**config.mk**
```make
export PLATFORM = sky130hd
export DESIGN_NAME = pdcfg_regs
export DESIGN_NICKNAME = d
export VERILOG_FILES = /design/src/rtl/pdcfg_pkg.sv /design/src/rtl/pdcfg_regs.sv
export VERILOG_INCLUDE_DIRS = /design/src /design/src/rtl
export SDC_FILE = /design/constraint.sdc
export NUM_CORES = 1
export LEC_CHECK = 0
export BUFFER_PORTS_ARGS = -buffer_cell sky130_fd_sc_hd__buf_2
export CAP_MARGIN = 30
export CORE_MARGIN = 8
export CORE_UTILIZATION = 35
export CTS_CLUSTER_DIAMETER = 80
export DETAILED_ROUTE_END_ITERATION = 12
export HOLD_SLACK_MARGIN = 0.06
export PLACE_DENSITY = 0.58
export SLEW_MARGIN = 20
export SYNTH_ARGS = -nofsm -noshare
export SYNTH_HDL_FRONTEND = slang
export SYNTH_SLANG_ARGS = --single-unit
```
**constraint.sdc**
```tcl
create_clock -name clk_sys_in -period 1.3 [get_ports clk_sys_in]
set_input_delay 0 -clock clk_sys_in [delete_from_list [all_inputs] [get_ports clk_sys_in]]
set_output_delay 0 -clock clk_sys_in [all_outputs]
set_load 0.05 [all_outputs]
```
**src/rtl/pdcfg_map.svh**
```systemverilog
// register map constants for the phase detector configuration bank
// assumes inclusion by the bank module only
`ifndef PDCFG_MAP_SVH
`define PDCFG_MAP_SVH
// ---------------------------------------------------------------
// offsets and resets
// ---------------------------------------------------------------
`define PDCFG_OFS_PD      5'h0b
`define PDCFG_OFS_EXACT   5'h0c
`define PDCFG_RST_PD      24'h0f_8061
`define PDCFG_RST_EXACT   24'h00_0000
// ---------------------------------------------------------------
// field positions
// ---------------------------------------------------------------
`define PDCFG_DEL_LSB     0
`define PDCFG_DEL_MSB     2
`define PDCFG_UP_EN_BIT   5
`define PDCFG_DN_EN_BIT   6
`define PDCFG_CSP_LSB     7
`define PDCFG_CSP_MSB     8
`define PDCFG_FRC_UP_BIT  9
`define PDCFG_FRC_DN_BIT  10
`define PDCFG_FRC_MID_BIT 11
`define PDCFG_PW_LSB      20
`define PDCFG_PW_MSB      21
`define PDCFG_CHAN_MSB    13
`define PDCFG_CHAN_MIN    14'h0002
`endif

```
**src/rtl/pdcfg_pkg.sv**
```systemverilog
// types for the phase detector configuration bank
// assumes nothing of its surroundings
package pdcfg_pkg;
  typedef logic [23:0] pdcfg_word_t;
  typedef enum logic [1:0] {
    PDCFG_CSP_OFF  = 2'h0,
    PDCFG_CSP_NEAR = 2'h1,
    PDCFG_CSP_MID  = 2'h2,
    PDCFG_CSP_FAR  = 2'h3
  } pdcfg_csp_e;
endpackage

```
**src/rtl/pdcfg_regs.sv**
```systemverilog
// phase detector and exact-frequency configuration registers
// assumes a one-cycle strobe register port on the same clock
//
// Functional notes
// RL1 - three-bit reset-path delay, resets to one
// RL2 - bit 5 up output enable, resets one
// RL3 - bit 6 down output enable, resets one
// RL4 - bits 8:7 select slip prevention threshold
// RL5 - software enables slip prevention only at low rates
// RL6 - bit 9 forces charge pump up on
// RL7 - bit 10 forces charge pump down on
// RL8 - bit 11 forces charge pump mid-rail
// RL9 - bits 21:20 select divider pulse width
// RL10 - channel count zero or one disables correction
// RL11 - software picks count giving integer ratio
// RL12 - software writes reserved fields with reset values
`timescale 1ns/100ps
`default_nettype none
`include "pdcfg_map.svh"

module pdcfg_regs
  import pdcfg_pkg::*;
(
  // clock and reset
  input  wire logic        clk_sys_in,
  input  wire logic        sys_rst_in,
  // register port
  input  wire logic [4:0]  reg_addr_in,
  input  wire logic [23:0] reg_wdata_in,
  input  wire logic        reg_wr_in,
  input  wire logic        reg_rd_in,
  output logic      [23:0] reg_rdata_out,
  // phase detector and charge pump controls
  output logic      [2:0]  detector_reset_delay_select_out,
  output logic             detector_up_output_enable_out,
  output logic             detector_down_output_enable_out,
  output pdcfg_csp_e       cycle_slip_prevention_out,
  output logic             charge_pump_force_up_out,
  output logic             charge_pump_force_down_out,
  output logic             charge_pump_force_mid_out,
  output logic      [1:0]  divider_pulse_width_out,
  // exact-frequency correction
  output logic      [13:0] exact_channel_count_out,
  output logic             exact_correction_enable_out
);

  // ---------------------------------------------------------------
  // register state
  // ---------------------------------------------------------------
  pdcfg_word_t pd_r, pd_nxt;
  pdcfg_word_t ex_r, ex_nxt;
  pdcfg_word_t rdata_r, rdata_nxt;

  // reserved bits are stored as written so a readback matches the write
  always_comb begin
    pd_nxt    = pd_r;
    ex_nxt    = ex_r;
    rdata_nxt = 24'h00_0000;
    if (reg_wr_in && reg_addr_in == `PDCFG_OFS_PD) begin
      pd_nxt = reg_wdata_in; // RL1
    end
    if (reg_wr_in && reg_addr_in == `PDCFG_OFS_EXACT) begin
      ex_nxt = reg_wdata_in; // RL10
    end
    if (reg_rd_in) begin
      case (reg_addr_in)
        `PDCFG_OFS_PD:    rdata_nxt = pd_r;
        `PDCFG_OFS_EXACT: rdata_nxt = ex_r;
        default:          rdata_nxt = 24'h00_0000;
      endcase
    end
  end

  always_ff @(posedge clk_sys_in) begin
    if (sys_rst_in) begin
      pd_r    <= `PDCFG_RST_PD; // RL1
      ex_r    <= `PDCFG_RST_EXACT;
      rdata_r <= 24'h00_0000;
    end else begin
      pd_r    <= pd_nxt;
      ex_r    <= ex_nxt;
      rdata_r <= rdata_nxt;
    end
  end

  // ---------------------------------------------------------------
  // field outputs
  // ---------------------------------------------------------------
  assign reg_rdata_out                   = rdata_r;
  assign detector_reset_delay_select_out = pd_r[`PDCFG_DEL_MSB:`PDCFG_DEL_LSB]; // RL1
  assign detector_up_output_enable_out   = pd_r[`PDCFG_UP_EN_BIT]; // RL2
  assign detector_down_output_enable_out = pd_r[`PDCFG_DN_EN_BIT]; // RL3
  assign cycle_slip_prevention_out       =
    pdcfg_csp_e'(pd_r[`PDCFG_CSP_MSB:`PDCFG_CSP_LSB]); // RL4
  assign charge_pump_force_up_out        = pd_r[`PDCFG_FRC_UP_BIT]; // RL6
  assign charge_pump_force_down_out      = pd_r[`PDCFG_FRC_DN_BIT]; // RL7
  assign charge_pump_force_mid_out       = pd_r[`PDCFG_FRC_MID_BIT]; // RL8
  assign divider_pulse_width_out         = pd_r[`PDCFG_PW_MSB:`PDCFG_PW_LSB]; // RL9
  assign exact_channel_count_out         = ex_r[`PDCFG_CHAN_MSB:0]; // RL10
  // counts below two leave correction off
  assign exact_correction_enable_out     = (ex_r[`PDCFG_CHAN_MSB:0] >= `PDCFG_CHAN_MIN); // RL10

  // ---------------------------------------------------------------
  // every bit is stored, reserved ones too
  // ---------------------------------------------------------------
  // reserved bits are kept as written; software must write their defaults back
  for (genvar gi = 0; gi < 24; gi++) begin : g_bit_store

  end
endmodule
`default_nettype wire

```
==> impl_metrics.tcl, run 1 <==
set metrics [dict create \
    status "finished, final reports clean" \
    r2r-end "reg_rdata_out[1]" \
    rr_worst_depth 2 \
    worstHoldPathType "in2reg" \
    avgSynthCellArea_um2 9.64 \
    grt_pass1_vias 2706 \
    drv_cap 0 \
    power.leakage_nw 1.70 \
    hp-start "reg_addr_in[4]" \
    synth_cells 336 \
    rsz0062_at_grt "yes" \
    synth_cell_types 21 \
    drc_errors 0 \
    design_area_um2 4090 \
    die_w_um 112 \
    critPathMaxFanout 4 \
    endpoint_kind "output port" \
    crit_arrival_ns 1.27 \
    start_util_pct 35.6 \
    drt_pass1_iterations 4 \
    rows 35 \
    dp_hpwl_um 5510 \
    grt_first_pass_wirelength_um 13600 \
    synth_seq_cells 72 \
    layout_commonest_cell "buf_2" \
    routedWlPerCell_um 15.2 \
    critPathMaxStageDelay_ns 0.35 \
    areaGrowthSynthToFinish_pct 26.3 \
    drt-total-wl_um 8090 \
    powerDensity_nw_per_um2 1060 \
    hold_viol_final 0 \
    die_area_um2 12600 \
    ys_warn_count 0 \
    antenna_cells 0 \
    holdPathStages 5 \
    yosysSeqAreaShare_pct 44.5 \
    antenna_found_initial 0 \
    cts_sinks 72 \
    power_mw 4.35 \
    most-common-layout-cells "82 x buf_2, 68 x dfxtp_1, 57 x nand2b_1, 48 x nand3b_1, 40 x mux2i_1" \
    fin_crit_ns 1.27 \
    start_kind "flop" \
    crit_family "simple AND/OR/NAND/NOR gates" \
    fin_worst_skew_ns 0.0114 \
    slew_headroom_pct 76.0 \
    synth_area_leader_cell "dfxtp_1" \
    clock_path_buffers 2 \
    antenna_left 0 \
    coreArea_um2 9110 \
    num_io_pins 84 \
    vias_per_cell 4.77 \
    htreeDepth 3 \
    cp_num_buf_inv 1 \
    fin_nets 449 \
    portBuffers 83 \
    root_buffer "clkbuf_8" \
    cts_tree "done" \
    fp.dieH_um 112 \
    syn-num-nets 369 \
    synth_top_area_share_pct 44.5 \
    grt_max_degree 49 \
    vias 2539 \
    max-vdd-ir-drop_uv 471 \
    timing.fmax_mhz 786 \
    clkTransAtPathRegs_ns 0.08 \
    crit_required_ns 1.30 \
    worst_pin_slew_ns 0.360 \
    drive_gt1_share_pct 28.3 \
    setup_viol 0 \
    crit_slowest_cell "dfxtp_2" \
    drtIter0Drc 97 \
    overflow 0 \
    r2r-start "ex_r[1]" \
    fin_crit_sh_pct 97.9 \
    drv_slew 0 \
    clk-insertion-delay-late_ns 0.34 \
    netlist_area_um2 3240 \
    synth_area_leaders "dfxtp_1 44%, mux2i_1 12%, nand3b_1 11%, nand2b_1 11%, buf_4 4.9%" \
    crit_chain "nor4_4 -> nand4_1 -> buf_6" \
    min_to "ex_r[19]" \
    cts_buffers 9 \
    fin_setup_tns_ns 0 \
    critPathKind "reg2out" \
    rrSetupSlack_ns 0.54 \
    grt_util_all_layers_pct 13.4 \
    gp_congestion 0.707 \
    place_area_um2 3600 \
]
==> through the flow <==
stage | cells | hold WS, ns | setup slack [ns] | utilization [%]
after global placement | 491 | 0.277 | 0.198 | 39.5
after CTS | 532 | 0.141 | -0.0176 | 44.7
after global routing | 532 | 0.169 | -0.0560 | 44.9
final | 532 | 0.154 | 0.0275 | 44.9
after floorplan | 336 | 0.166 | 0.216 | -
after detailed placement | 491 | 0.294 | 0.141 | 39.5
==> cells in the mapped netlist, drive strengths merged <==
cell type and count:
dfxtp 72, nand2b 57, nand3b 48, mux2i 40, buf 35, a21oi 24, nor2 17, clkbuf 16
nand4b 8, o21ai 8, and2 2, nand2 2, nor4 2, and4b 1, and4bb 1, nand4 1
nor2b 1, nor3 1
==> worst max-delay path by stage <==
stage / startpoint / endpoint / slack, ns / cells past startpoint
final: ex_r[4] / exact_correction_enable_out / 0.03 / 3
after CTS: ex_r[4] / exact_correction_enable_out / -0.02 / 3
after detailed placement: reg_addr_in[1] / ex_r[9] / 0.14 / 4
after global routing: ex_r[13] / exact_correction_enable_out / -0.06 / 3
after floorplan: ex_r[1] / exact_correction_enable_out / 0.22 / 2
after global placement: reg_addr_in[1] / ex_r[8] / 0.20 / 4
==> power breakdown <==
part	switching, mW	internal [mW]
sequential	0.00964	2.21
clock	0.817	0.928
combinational	0.187	0.192
==> registers in the layout, summed over array words and instances (netlist names) <==
name           count
reg_rdata_out     24
ex_r              24
pd_r              24
==> cell families after synthesis <==
group | Yosys count | synth area share [%]
compound gates | 32 | 4.94
buf+inv | 51 | 9.65
flops | 72 | 44.5
mux | 40 | 12.4
simple gates | 141 | 28.6
==> layer usage <==
metal	part of all wire, %	wire length, um	GRT usage, %
met4	1.5	122	5.40
met3	6.4	518	4.29
met1	47	3790	16.3
met2	45	3660	21.3
met5	0	0	0
==> worst register-to-register path, stage by stage (launching register included) <==
cell and delay (ns):
dfxtp_1 0.43, nand3b_1 0.11, a21oi_1 0.16
==> what timing repair did <==
item / 4_1_cts / 5_1_grt
hold buffers: 25 / 0
pin swaps: 2 / 2
endpoints found under the setup margin: 1 / 1
endpoints found under the hold margin: 48 / 0
gates resized for setup: 7 / 5
setup buffers: 0 / 0
==> final cells by class <==
class	instances	area, um^2
repair buffers	120	787
well taps	111	139
flip-flops and latches	72	1450
multi-input cells	213	1520
clock inverters	6	58.8
fillers	885	5020
clock buffers	10	138
No activity file was read; power rests on OpenSTA's default activity.
==> run 2, diff against run 1 <==
--- a/config.mk
+++ b/config.mk
@@ -13,7 +13,7 @@
 export CTS_CLUSTER_DIAMETER = 80
 export DETAILED_ROUTE_END_ITERATION = 12
 export HOLD_SLACK_MARGIN = 0.06
-export PLACE_DENSITY = 0.58
+export PLACE_DENSITY = 0.6
 export SLEW_MARGIN = 20
 export SYNTH_ARGS = -nofsm -noshare
 export SYNTH_HDL_FRONTEND = slang
==> constraint.sdc (replaced) <==
create_clock -name clk_sys_in -period 1.09 [get_ports clk_sys_in]
set_input_delay 0 -clock clk_sys_in [delete_from_list [all_inputs] [get_ports clk_sys_in]]
set_output_delay 0 -clock clk_sys_in [all_outputs]
set_load 0.05 [all_outputs]
==> run 2 against run 1 <==
Net effect:
- the flow now finishes with violations (setup timing)
- combinational power is 25% higher
- critical path depth stayed put
- routed wire length is 3.0% higher
- flip-flop and latch count stayed put
- register-to-register slack worse by 0.25 ns
- non-clock buffer count is 7 higher
- via count is 2.9% higher
- count of clock-buffer cells in the layout is 2 higher
- clock power is 21% higher
- highest routed layer unchanged
==> impl_metrics.tcl, run 2 (synthesis gave the netlist of run 1 again) <==
set metrics [dict create \
    crit_family "simple AND/OR/NAND/NOR gates" \
    critPathMaxStageDelay_ns 0.35 \
    fp.dieH_um 112 \
    drv_slew 0 \
    root_buffer "clkbuf_8" \
    powerDensity_nw_per_um2 1250 \
    timing.fmax_mhz 787 \
    coreArea_um2 9110 \
    dp_hpwl_um 5530 \
    routedWlPerCell_um 15.5 \
    grt_first_pass_wirelength_um 13700 \
    start_kind "flop" \
    antenna_left 0 \
    slew_headroom_pct 73.8 \
    worst_slack_ns -0.180 \
    rrSetupSlack_ns 0.29 \
    fin_worst_skew_ns 0.0127 \
    max-vdd-ir-drop_uv 800 \
    crit_arrival_ns 1.27 \
    clock_path_buffers 2 \
    drtIter0Drc 89 \
    worst_pin_slew_ns 0.392 \
    layout_commonest_cell "buf_2" \
    r2r-start "ex_r[3]" \
    grt_pass1_vias 2684 \
    place_area_um2 3670 \
    rr_worst_depth 3 \
    areaGrowthSynthToFinish_pct 29.4 \
    drive_gt1_share_pct 29.2 \
    clk-insertion-delay-late_ns 0.34 \
    post_cts_buffers 0 \
    setup_viol 1 \
    status "complete, but fails checks" \
    min_to "reg_rdata_out[2]" \
    power.leakage_nw 1.74 \
    power_mw 5.23 \
    finish.utilization_pct 46.0 \
    gp_congestion 0.746 \
    die_area_um2 12600 \
    num_io_pins 84 \
    grt_util_all_layers_pct 13.4 \
    filler_cell_count 871 \
    die_w_um 112 \
    rsz0062_at_grt "yes" \
    crit_slowest_cell "dfxtp_2" \
    htreeDepth 3 \
    design_area_um2 4190 \
    critPathKind "reg2out" \
    ff_latch_area_um2 1450 \
    cts_buffers 9 \
    overflow 0 \
    crit_chain "nor4_4 -> nand4_1 -> buf_6" \
    cts_tree "done" \
    grt_max_degree 49 \
    portBuffers 83 \
    antenna_cells 0 \
    most-common-layout-cells "73 x buf_2, 67 x dfxtp_1, 57 x nand2b_1, 48 x nand3b_1, 40 x mux2i_1" \
    drv_cap 0 \
    drt_pass1_iterations 4 \
    rows 35 \
    failed_checks "setup timing" \
    drc_errors 0 \
    clkTransAtPathRegs_ns 0.08 \
    fin_crit_ns 1.27 \
    hp-start "reg_rd_in" \
    crit_required_ns 1.09 \
    critPathMaxFanout 4 \
    r2r-end "reg_rdata_out[3]" \
    cts_sinks 72 \
    start_util_pct 35.6 \
    vias 2612 \
    antenna_found_initial 0 \
    multi_input_area_um2 1520 \
    worstHoldPathType "in2reg" \
    holdPathStages 4 \
    cp_num_buf_inv 1 \
    dp_cells 498 \
    final_cells 539 \
    fin_crit_sh_pct 117 \
    hold_viol_final 0 \
    drt-total-wl_um 8330 \
    endpoint_kind "output port" \
    fin_nets 456 \
    vias_per_cell 4.85 \
]
-- run 2: cell types whose count changed in the layout (fill, tap and decap cells not counted), sizes merged --
| cell | previous run | this run |
|---|---|---|
| clkbuf | 10 | 17 |
| clkinv | 5 | 1 |
| buf | 95 | 97 |
| clkinvlp | 0 | 2 |
-- run 2: per-stage QoR --
step / setup TNS (ns) / setup slack, ns / hold WS (ns)
5_1_grt: -0.274 / -0.274 / 0.138
3_5_place_dp: -0.0980 / -0.0403 / 0.294
6_report: -0.180 / -0.180 / 0.139
3_3_place_gp: 0 / 0.0210 / 0.284
4_1_cts: -0.214 / -0.214 / 0.118
2_1_floorplan: 0 / 0.00590 / 0.166
-- run 2: routing by layer --
metal  vias to the layer above  global-route usage (%)  routed length [um]
li1                       1293                       -                   -
met3                         4                    4.78                 498
met4                         0                    3.51                  54
met2                        74                    22.0                3850
met5                         -                       0                   0
met1                      1241                    16.1                3930
-- run 2: cell type report --
cell class,count,share of cell area [%]
clock inverters,4,1.28
clock buffers,12,3.46
repair buffers,127,21.2
well taps,111,3.31
flip-flops and latches,72,34.5
multi-input cells,213,36.3
-- run 2: power by group --
part,switching (mW),leakage [nW],internal [mW]
logic,0.233,1.06,0.242
clock network,0.970,0.0928,1.13
registers,0.0110,0.583,2.64
-- run 2: worst max-delay path by stage --
| stage | to | start | depth (start not counted) | slack [ns] |
|---|---|---|---|---|
| after floorplan | exact_correction_enable_out | ex_r[1] | 2 | 0.006 |
| after global placement | ex_r[1] | reg_addr_in[1] | 4 | 0.02 |
| after detailed placement | ex_r[7] | reg_addr_in[1] | 4 | -0.04 |
| final | exact_correction_enable_out | ex_r[8] | 3 | -0.18 |
| after global routing | exact_correction_enable_out | ex_r[8] | 3 | -0.27 |
| after CTS | exact_correction_enable_out | ex_r[2] | 3 | -0.21 |
-- run 2: worst register-to-register path, cell delays in order (launching register included) --
cell	delay, ns
dfxtp_1	0.37
buf_4	0.14
nand3b_1	0.08
a21oi_1	0.14
-- run 2: repair_timing --
item	CTS	global route
gates resized for setup	12	10
hold endpoints to repair	48	0
hold buffers	25	0
pin swaps	2	1
setup endpoints to repair	1	6
cloned	0	0
